### src/shared/osd_pkg.sv
// constants and encodings shared by the oscillator select and clock divider block
package osd_pkg;
    // register bus geometry
    localparam int DW = 16;
    localparam int AW = 4;
    // register offsets on the plain register port
    localparam logic [3:0] OFF_OSC_CTRL = 4'h0;
    localparam logic [3:0] OFF_CLK_DIV = 4'h2;
    localparam logic [3:0] OFF_UNLOCK = 4'h4;
    // oscillator control field positions
    localparam int OC_CUR_LSB = 12;
    localparam int OC_REQ_LSB = 8;
    localparam int OC_FREEZE = 7;
    localparam int OC_LOCK = 5;
    localparam int OC_FAIL = 3;
    localparam int OC_SEC_EN = 1;
    localparam int OC_SWITCH = 0;
    // clock divisor field positions
    localparam int CD_ROI = 15;
    localparam int CD_DOZE_LSB = 12;
    localparam int CD_DOZE_EN = 11;
    localparam int CD_FRC_LSB = 8;
    localparam int CD_POST_LSB = 6;
    localparam int CD_PRE_LSB = 0;
    // clock divisor reset values
    localparam logic [2:0] DOZE_RST = 3'h3;
    localparam logic [2:0] FRC_RST = 3'h0;
    localparam logic [1:0] POST_RST = 2'h1;
    localparam logic [4:0] PRE_RST = 5'h00;
    // source encodings, shared by current and requested selection
    localparam logic [2:0] SRC_FAST_RC = 3'h0;
    localparam logic [2:0] SRC_FAST_RC_PLL = 3'h1;
    localparam logic [2:0] SRC_PRIMARY = 3'h2;
    localparam logic [2:0] SRC_PRIMARY_PLL = 3'h3;
    localparam logic [2:0] SRC_SECONDARY = 3'h4;
    localparam logic [2:0] SRC_SLOW_RC = 3'h5;
    localparam logic [2:0] SRC_FAST_RC_DIV16 = 3'h6;
    localparam logic [2:0] SRC_FAST_RC_DIVN = 3'h7;
    // primary submodes
    localparam logic [1:0] PRI_HIGH_SPEED = 2'h2;
    localparam logic [1:0] PRI_STANDARD = 2'h1;
    localparam logic [1:0] PRI_EXTERNAL = 2'h0;
    // output divider codes; code 2 is reserved
    localparam logic [1:0] POST_DIV2 = 2'h0;
    localparam logic [1:0] POST_DIV4 = 2'h1;
    localparam logic [1:0] POST_RESERVED = 2'h2;
    localparam logic [1:0] POST_DIV8 = 2'h3;
    // prescaler offset: ratio is field plus two
    localparam logic [5:0] PRE_OFFSET = 6'h02;
    // fast rc code that divides by 256 instead of a power up to 64
    localparam logic [2:0] FRC_CODE_256 = 3'h7;
    // unlock keys, pairs of back to back writes to the unlock offset
    localparam logic [15:0] KEY_HI_A = 16'h00c3;
    localparam logic [15:0] KEY_HI_B = 16'h003c;
    localparam logic [15:0] KEY_LO_A = 16'h0096;
    localparam logic [15:0] KEY_LO_B = 16'h0069;
    // new-source clock periods to wait before the switch takes effect
    localparam logic [3:0] SETTLE_TICKS = 4'ha;
    // switch sequencer and unlock tracker states
    typedef enum logic [1:0] {ST_POR, ST_IDLE, ST_WAIT_SRC, ST_SETTLE} osd_sw_state_t;
    typedef enum logic [2:0] {
        UL_NONE, UL_HI_KEY1, UL_LO_KEY1, UL_HI_OPEN, UL_LO_OPEN
    } osd_unlock_t;
endpackage

### src/hdl/osd_clock_ctrl.sv
// oscillator selection, switch sequencing and clock divisor registers
//
// The register offsets and strobed register access were left to the implementer.
`timescale 1ns/1ps
module osd_clock_ctrl (
    input wire logic CLK_SYS,
    input wire logic RST_N,
    // register port
    input wire logic [osd_pkg::AW-1:0] ADDR,
    input wire logic [osd_pkg::DW-1:0] WDATA,
    input wire logic WR,
    input wire logic RD,
    output logic [osd_pkg::DW-1:0] RDATA,
    // nonvolatile configuration, static after power-on
    input wire logic [2:0] INIT_SOURCE_CONFIG,
    input wire logic [1:0] PRIMARY_SUBMODE_CONFIG,
    input wire logic SWITCH_CONFIG_BIT0,
    // clock-source side
    input wire logic PLL_LOCK,
    input wire logic CLOCK_FAIL,
    input wire logic NEW_SOURCE_READY,
    input wire logic NEW_SOURCE_TICK,
    input wire logic OSC_TICK,
    input wire logic INTERRUPT,
    output logic [2:0] CURRENT_SOURCE,
    output logic [2:0] REQUESTED_SOURCE,
    output logic SWITCH_BUSY,
    output logic [1:0] PRIMARY_MODE,
    output logic PRIMARY_ACTIVE,
    output logic SECONDARY_ENABLE,
    output logic PLL_ENABLE,
    output logic [5:0] PLL_PRE_RATIO,
    output logic [3:0] PLL_POST_RATIO,
    output logic [8:0] FRC_DIV_RATIO,
    output logic INSTR_CLK_EN,
    output logic PERIPH_CLK_EN,
    output logic CPU_CLK_EN
);
    // every flip-flop of the block lives in this one record
    typedef struct packed {
        osd_pkg::osd_sw_state_t sw_st; // switch sequencer
        osd_pkg::osd_unlock_t ul_st; // unlock tracker
        logic [2:0] cur_src; // source in use
        logic [2:0] req_src; // requested source
        logic [1:0] pri_mode; // primary submode, caught at power-on
        logic freeze; // configuration freeze enable
        logic fail; // clock fail flag
        logic sec_en; // secondary crystal enable
        logic sw_req; // switch request
        logic recover_on_interrupt; // recover on interrupt
        logic [2:0] doze; // reduction ratio
        logic doze_en; // reduction enable
        logic [2:0] frc_div; // fast rc postscaler
        logic [1:0] post; // pll output divider
        logic [4:0] pre; // pll input prescaler
        logic [3:0] settle_cnt; // new-source ticks seen
        logic [15:0] rdata; // read data, one cycle after the strobe
        logic half; // oscillator tick halver
        logic [6:0] doze_cnt; // instruction ticks for the reduction
        logic fcy_en; // instruction clock enable
        logic cpu_en; // processor clock enable
    } osd_state_t;

    osd_state_t s_q; // registered state
    osd_state_t s_d; // next state
    logic locked; // freeze in force
    logic pll_on; // pll needed now
    logic lock_bit; // lock status as read

    // a pll source needs the multiplier running
    function automatic logic is_pll(input logic [2:0] src);
        is_pll = (src == osd_pkg::SRC_FAST_RC_PLL) || (src == osd_pkg::SRC_PRIMARY_PLL);
    endfunction

    // primary sources use the submode field
    function automatic logic is_primary(input logic [2:0] src);
        is_primary = (src == osd_pkg::SRC_PRIMARY) || (src == osd_pkg::SRC_PRIMARY_PLL);
    endfunction

    // low bits of the reduction counter that must be zero for a tick
    function automatic logic [6:0] doze_mask(input logic [2:0] code);
        doze_mask = 7'((8'h01 << code) - 8'h01);
    endfunction

    // assemble the oscillator control word, unimplemented bits zero
    function automatic logic [15:0] osc_word(input osd_state_t s, input logic lk);
        osc_word = 16'h0000;
        osc_word[osd_pkg::OC_CUR_LSB +: 3] = s.cur_src;
        osc_word[osd_pkg::OC_REQ_LSB +: 3] = s.req_src;
        osc_word[osd_pkg::OC_FREEZE] = s.freeze;
        osc_word[osd_pkg::OC_LOCK] = lk;
        osc_word[osd_pkg::OC_FAIL] = s.fail;
        osc_word[osd_pkg::OC_SEC_EN] = s.sec_en;
        osc_word[osd_pkg::OC_SWITCH] = s.sw_req;
    endfunction

    // assemble the clock divisor word, bit 5 stays zero
    function automatic logic [15:0] div_word(input osd_state_t s);
        div_word = 16'h0000;
        div_word[osd_pkg::CD_ROI] = s.recover_on_interrupt;
        div_word[osd_pkg::CD_DOZE_LSB +: 3] = s.doze;
        div_word[osd_pkg::CD_DOZE_EN] = s.doze_en;
        div_word[osd_pkg::CD_FRC_LSB +: 3] = s.frc_div;
        div_word[osd_pkg::CD_POST_LSB +: 2] = s.post;
        div_word[osd_pkg::CD_PRE_LSB +: 5] = s.pre;
    endfunction

    // freeze only bites when the configuration bit allows it
    assign locked = s_q.freeze && SWITCH_CONFIG_BIT0;
    // pll runs for a pll source in use or one being switched to
    assign pll_on = is_pll(s_q.cur_src)
        || ((s_q.sw_st != osd_pkg::ST_IDLE) && is_pll(s_q.req_src));
    // lock never reports while the pll is off
    assign lock_bit = pll_on && PLL_LOCK;

    // next-state logic for the whole block
    always_comb begin
        logic wr_osc;
        logic wr_div;
        logic wr_key;
        wr_osc = WR && (ADDR == osd_pkg::OFF_OSC_CTRL);
        wr_div = WR && (ADDR == osd_pkg::OFF_CLK_DIV);
        wr_key = WR && (ADDR == osd_pkg::OFF_UNLOCK);
        s_d = s_q;

        // unlock tracker: keys must arrive back to back
        if (WR) begin
            s_d.ul_st = osd_pkg::UL_NONE;
            if (wr_key) begin
                case (s_q.ul_st)
                    osd_pkg::UL_HI_KEY1: begin
                        if (WDATA == osd_pkg::KEY_HI_B) begin
                            s_d.ul_st = osd_pkg::UL_HI_OPEN;
                        end
                    end
                    osd_pkg::UL_LO_KEY1: begin
                        if (WDATA == osd_pkg::KEY_LO_B) begin
                            s_d.ul_st = osd_pkg::UL_LO_OPEN;
                        end
                    end
                    default: begin
                        if (WDATA == osd_pkg::KEY_HI_A) begin
                            s_d.ul_st = osd_pkg::UL_HI_KEY1;
                        end else if (WDATA == osd_pkg::KEY_LO_A) begin
                            s_d.ul_st = osd_pkg::UL_LO_KEY1;
                        end
                    end
                endcase
            end
        end

        // high byte: requested source, only once opened and not frozen
        if (wr_osc && (s_q.ul_st == osd_pkg::UL_HI_OPEN) && !locked
                && (s_q.sw_st == osd_pkg::ST_IDLE)) begin
            s_d.req_src = WDATA[osd_pkg::OC_REQ_LSB +: 3];
        end

        // low byte: freeze, fail clear, secondary enable, switch request
        if (wr_osc && (s_q.ul_st == osd_pkg::UL_LO_OPEN)) begin
            // freeze can be set at any time but not dropped while in force
            s_d.freeze = locked ? 1'b1 : WDATA[osd_pkg::OC_FREEZE];
            s_d.sec_en = WDATA[osd_pkg::OC_SEC_EN];
            if (!WDATA[osd_pkg::OC_FAIL]) begin
                s_d.fail = 1'b0;
            end
            if (WDATA[osd_pkg::OC_SWITCH] && !locked) begin
                s_d.sw_req = 1'b1;
            end
        end

        // clock divisor: pll and postscaler fields freeze with the lock
        if (wr_div) begin
            s_d.recover_on_interrupt = WDATA[osd_pkg::CD_ROI];
            s_d.doze = WDATA[osd_pkg::CD_DOZE_LSB +: 3];
            s_d.doze_en = WDATA[osd_pkg::CD_DOZE_EN];
            if (!locked) begin
                s_d.frc_div = WDATA[osd_pkg::CD_FRC_LSB +: 3];
                s_d.pre = WDATA[osd_pkg::CD_PRE_LSB +: 5];
                // a reserved divider code keeps the previous setting
                if (WDATA[osd_pkg::CD_POST_LSB +: 2] != osd_pkg::POST_RESERVED) begin
                    s_d.post = WDATA[osd_pkg::CD_POST_LSB +: 2];
                end
            end
        end

        // interrupt recovery outranks a software write in the same cycle
        if (INTERRUPT && s_q.recover_on_interrupt) begin
            s_d.doze_en = 1'b0;
        end

        // switch sequencer
        case (s_q.sw_st)
            osd_pkg::ST_POR: begin
                // erased fuses read all ones, which selects fast rc divide-n
                s_d.cur_src = INIT_SOURCE_CONFIG;
                s_d.req_src = INIT_SOURCE_CONFIG;
                s_d.pri_mode = PRIMARY_SUBMODE_CONFIG;
                s_d.sw_st = osd_pkg::ST_IDLE;
            end
            osd_pkg::ST_IDLE: begin
                if (s_q.sw_req) begin
                    if (s_q.req_src == s_q.cur_src) begin
                        s_d.sw_req = 1'b0;
                    end else begin
                        // a valid switch starts with a clean fail flag
                        s_d.fail = 1'b0;
                        s_d.sw_st = osd_pkg::ST_WAIT_SRC;
                    end
                end
            end
            osd_pkg::ST_WAIT_SRC: begin
                if (NEW_SOURCE_READY && (!is_pll(s_q.req_src) || PLL_LOCK)) begin
                    s_d.settle_cnt = 4'h0;
                    s_d.sw_st = osd_pkg::ST_SETTLE;
                end
            end
            osd_pkg::ST_SETTLE: begin
                if (NEW_SOURCE_TICK) begin
                    s_d.settle_cnt = s_q.settle_cnt + 4'h1;
                    if (s_q.settle_cnt == osd_pkg::SETTLE_TICKS - 4'h1) begin
                        s_d.cur_src = s_q.req_src;
                        s_d.sw_req = 1'b0;
                        s_d.sw_st = osd_pkg::ST_IDLE;
                    end
                end
            end
            default: begin
                s_d.sw_st = osd_pkg::ST_IDLE;
            end
        endcase

        // monitor event wins over any clear in the same cycle
        if (CLOCK_FAIL) begin
            s_d.fail = 1'b1;
        end

        // instruction clock: every second tick of the chosen source
        s_d.fcy_en = 1'b0;
        s_d.cpu_en = 1'b0;
        if (OSC_TICK) begin
            s_d.half = !s_q.half;
            if (s_q.half) begin
                s_d.fcy_en = 1'b1;
                s_d.doze_cnt = s_q.doze_cnt + 7'h01;
                // reduced processor ticks only when enabled, else every tick
                if (!s_q.doze_en || ((s_q.doze_cnt & doze_mask(s_q.doze)) == 7'h00)) begin
                    s_d.cpu_en = 1'b1;
                end
            end
        end

        // read data stands only in the cycle after the strobe
        s_d.rdata = 16'h0000;
        if (RD) begin
            if (ADDR == osd_pkg::OFF_OSC_CTRL) begin
                s_d.rdata = osc_word(s_q, lock_bit);
            end else if (ADDR == osd_pkg::OFF_CLK_DIV) begin
                s_d.rdata = div_word(s_q);
            end
        end
    end

    // state register; reset values are constants only
    always_ff @(posedge CLK_SYS or negedge RST_N) begin
        if (!RST_N) begin
            s_q <= '0;
            s_q.sw_st <= osd_pkg::ST_POR;
            s_q.ul_st <= osd_pkg::UL_NONE;
            s_q.doze <= osd_pkg::DOZE_RST;
            s_q.frc_div <= osd_pkg::FRC_RST;
            s_q.post <= osd_pkg::POST_RST;
            s_q.pre <= osd_pkg::PRE_RST;
        end else begin
            s_q <= s_d;
        end
    end

    // ratio outputs for the pll and fast rc dividers
    always_comb begin
        PLL_PRE_RATIO = {1'b0, s_q.pre} + osd_pkg::PRE_OFFSET;
        case (s_q.post)
            osd_pkg::POST_DIV2: PLL_POST_RATIO = 4'h2;
            osd_pkg::POST_DIV8: PLL_POST_RATIO = 4'h8;
            default: PLL_POST_RATIO = 4'h4;
        endcase
        if (s_q.frc_div == osd_pkg::FRC_CODE_256) begin
            FRC_DIV_RATIO = 9'h100;
        end else begin
            FRC_DIV_RATIO = 9'(10'h001 << s_q.frc_div);
        end
    end

    // outputs from the state record; busy, primary mode and pll enable are decoded from it
    assign RDATA = s_q.rdata;
    assign CURRENT_SOURCE = s_q.cur_src;
    assign REQUESTED_SOURCE = s_q.req_src;
    assign SWITCH_BUSY = (s_q.sw_st == osd_pkg::ST_WAIT_SRC)
        || (s_q.sw_st == osd_pkg::ST_SETTLE);
    assign PRIMARY_ACTIVE = is_primary(s_q.cur_src);
    assign PRIMARY_MODE = PRIMARY_ACTIVE ? s_q.pri_mode : osd_pkg::PRI_EXTERNAL;
    assign SECONDARY_ENABLE = s_q.sec_en;
    assign PLL_ENABLE = pll_on;
    assign INSTR_CLK_EN = s_q.fcy_en;
    assign PERIPH_CLK_EN = s_q.fcy_en;
    assign CPU_CLK_EN = s_q.cpu_en;
endmodule

### config.mk
export PLATFORM = sky130hd
export DESIGN_NAME = osd_clock_ctrl
export DESIGN_NICKNAME = d
export VERILOG_FILES = /design/src/shared/osd_pkg.sv /design/src/hdl/osd_clock_ctrl.sv
export SDC_FILE = /design/constraint.sdc
export NUM_CORES = 1
export LEC_CHECK = 0
export ABC_AREA = 0
export BUFFER_PORTS_ARGS = -buffer_cell sky130_fd_sc_hd__buf_2
export CORE_MARGIN = 10
export CORE_UTILIZATION = 35
export DETAILED_ROUTE_END_ITERATION = 16
export MAX_ROUTING_LAYER = met4
export PLACE_DENSITY = 0.56
export SLEW_MARGIN = 20
export SYNTH_ARGS = -nofsm -noshare
export SYNTH_HDL_FRONTEND = slang
export SYNTH_SLANG_ARGS = --single-unit
export TNS_END_PERCENT = 20
### constraint.sdc
create_clock -name CLK_SYS -period 2 [get_ports CLK_SYS]
set_clock_uncertainty 0.2 [all_clocks]
set_input_delay 0.6 -clock CLK_SYS [delete_from_list [all_inputs] [get_ports CLK_SYS]]
set_output_delay 0.6 -clock CLK_SYS [all_outputs]
set_load 0.005 [all_outputs]
==> run summary <==
## Final layout
- net count of the finished layout: 437
- most common cell after layout, fill and taps aside: buf_2
- most frequent cells in the layout: buf_2, dfrtp_1, buf_4
- share of final-layout standard cells stronger than drive strength 1: 41.4%
- Syn-to-layout area delta: 25.5%
- share of the core filled with cells: 44.9%
- diodes inserted: 0

## Outcome
- failing checks: setup timing
- outcome: complete, but fails checks

## Power and ir drop
- total leakage power: 2.07 nW
- sum of internal, switching and leakage power: 4.67 mW
- ratio of total power to cell area: 1130 nW/um^2
- VDD IR-drop max: 0.000504 V

## Floorplanning
- Die Y-Extent: 117 um
- area of the die: 13700 sq um
- width of the die: 117 um
- initial cell density of the core: 35.8%
- standard-cell row count: 35
- number of ports placed on the die boundary: 86
- Core Footprint: 9200 sq um

## Detailed routing
- via count: 2483
- ratio of routed vias to standard cells: 4.90
- aggregate routed wire length: 8430 um
- number of DRC violations after detailed-routing iteration 0: 142
- drc violations: 0
- remaining antenna violation count after routing: 0
- routed len/inst: 16.6 um
- drt pass-1 iters: 4

## STA
- unrepaired setup endpoints after global routing: yes
- Final period util: 112%
- count of endpoints failing setup in the final report: 7
- post-route setup TNS: -0.734 ns
- Post-Route Hold Slack: 0.227 ns
- f_max: 446 MHz
- Pins Over Slew Limit: 0
- Final Hold Violating Endpoints: 0
- smallest setup slack after layout: -0.243 ns
- time the final worst path needs with I/O delays and setup: 2.24 ns

## Place
- Final Wtd Congestion: 0.799
- input/output buffers: 83
- half-perimeter wire length after placement: 6690 um

## Critical path
- source of the worst register-to-register timing path: s_q[60]$_DFFE_PN0P_
- crit path DAT: 1.44 ns
- Critical Path RT: 1.20 ns
- worst reg2reg endpoint: s_q[26]$_DFFE_PN0P_
- depth of the worst register-to-register path: 5
- critical-path maximum fanout: 4
- critical path class: reg2out
- category of the worst setup path capture point: output port
- Register-to-Register Setup Slack: 0.10 ns
- CP Launch Type: flop

## Global route
- largest net degree at the start of global routing: 28
- GRT overflow: 0
- overall fraction of global-route tracks in use: 13.2%
- met2 usage: 21.4%
- number of antenna violations at the first check in global routing: 0
- GRT Max-Usage Layer: met2
- wire length of the first global-routing pass: 13500 um
- fraction of met3 tracks used by global routing: 4.23%
- met1 usage in global routing: 15.5%
- via count of the first global-routing pass: 2608

## Synth
- combined area of all synthesized cells: 3290 sq um
- cell type with the largest total area after synthesis: dfrtp_1
- share of the synthesized area in the top cell type: 44.9%
- Seq cells post-synth: 62
- Yosys Warn Count: 0
- sequential area share after synthesis: 47.3%
- post-synthesis instance total: 306
- syn avg cell area: 10.8 sq um
- leading post-synthesis cells by cell area: dfrtp_1, buf_4, mux2i_1
- distinct cell type count after synthesis: 56
- number of enable flip-flop cells after synthesis: 0
- main flop type after synthesis: dfrtp_1
- fraction of synthesis flops using an asynchronous set or reset pin: 100%

## Flow run
- max-capacitance violation count: 0

## Worst hold path
- depth of the worst hold-timing path: 2
- Worst Hold Class: in2reg
- Worst Hold Path EP: s_q[40]$_DFFE_PN0P_
- startpoint of the worst hold path: INTERRUPT

## CTS
- CTS buffer count: 9
- Root Buffer: clkbuf_8
- clock tree from TritonCTS: done
- Max Buffers Root-to-Sink: 2
- Sinks on Clock Net: 62
- maximum level of the CTS H-tree: 3
- register clock-pin slew on the reported worst setup and hold paths: 0.08 ns
- clock latency at the later pin of the worst-skew pair: 0.35 ns

## cell usage after synthesis, drive strengths merged (4+ instances only)
library cell and instances:
mux2 16, nor3 8, nand4 6, buf 31, mux2i 16, a21oi 6
o21ai 13, nand3 5, xor2 5, xnor2 8, nand2b 4, ha 10
and3 9, clkbuf 6, nand2 18, a22o 5, inv 17, dfrtp 59
nor2 17
## layout make-up
| cell class | count | area [sq um] |
|---|---|---|
| Fill cell | 887 | 5070 |
| Sequential cell | 62 | 1570 |
| Timing Repair Buffer | 110 | 671 |
| Inverter | 17 | 63.8 |
| Clock inverter | 6 | 68.8 |
| Tap cell | 111 | 139 |
| Multi-Input combinational cell | 191 | 1490 |
| Clock buffer | 10 | 138 |
## worst max-delay path by stage
stage                              startpoint                   to  slack [ns]  depth (start not counted)
after floorplan                       ADDR[0]  s_q[32]$_DFFE_PN0P_        0.11                          5
after global placement              WDATA[13]  s_q[57]$_DFFE_PN0P_       -0.04                          6
after detailed placement            WDATA[13]  s_q[57]$_DFFE_PN0P_       -0.09                          6
after CTS                 s_q[60]$_DFFE_PN0P_           PLL_ENABLE       -0.26                          4
after global routing      s_q[61]$_DFFE_PN0P_           PLL_ENABLE       -0.31                          5
final                     s_q[60]$_DFFE_PN0P_           PLL_ENABLE       -0.24                          4
## metrics by stage
step           setup slack [ns]  cells  area [sq um]
3_3_place_gp            -0.0371    488          3800
6_report                 -0.243    507          4130
4_1_cts                  -0.264    506          4110
3_5_place_dp            -0.0889    488          3800
2_1_floorplan             0.109    307          3290
5_1_grt                  -0.313    507          4130
## critical path, cell delays in order (launching register included)
cell	delay [ns]
dfrtp_2	0.45
ha_4	0.17
o32ai_2	0.23
buf_4	0.16
buf_6	0.09
## flip-flops by register name, indices dropped and copies added (netlist names)
| register | cells |
|---|---|
| CPU_CLK_EN | 1 |
| CURRENT_SOURCE | 3 |
| INSTR_CLK_EN | 1 |
| RDATA | 16 |
| REQUESTED_SOURCE | 3 |
| SECONDARY_ENABLE | 1 |
| s_q | 37 |
## cell families after synthesis
| kind of cell | count (synthesis) | share of synthesized area, % |
|---|---|---|
| other | 1 | 0.114 |
| flip-flops | 62 | 47.3 |
| buffers and inverters | 54 | 9.62 |
| XOR/XNOR | 13 | 3.46 |
| AND/OR/NAND/NOR | 95 | 17.2 |
| AO/OA/AOI/OAI | 39 | 8.06 |
| multiplexers | 32 | 10.5 |
| adder cells (fa/ha/maj) | 10 | 3.80 |
## layer usage
layer  part of all wire, %  vias to the layer above
met5                     0                        -
met4                  0.90                        0
met3                   4.1                        7
met2                    50                       49
met1                    45                     1219
li1                      -                     1208
## power by group
group | internal [mW] | switching, mW | total [mW] | leakage (nW)
sequential | 1.56 | 0.336 | 1.89 | 0.776
clock | 0.613 | 0.522 | 1.13 | 0.0912
combinational | 0.888 | 0.756 | 1.64 | 1.20
## what timing repair did
item / in CTS / in global routing
setup endpoints to repair: 11 / 20
hold buffers: 1 / 0
endpoints found under the hold margin: 10 / 0
pin swaps: 5 / 3
buffers inserted: 1 / 1
resized for setup: 18 / 7
Note: power is estimated with default switching activity, not from simulation.
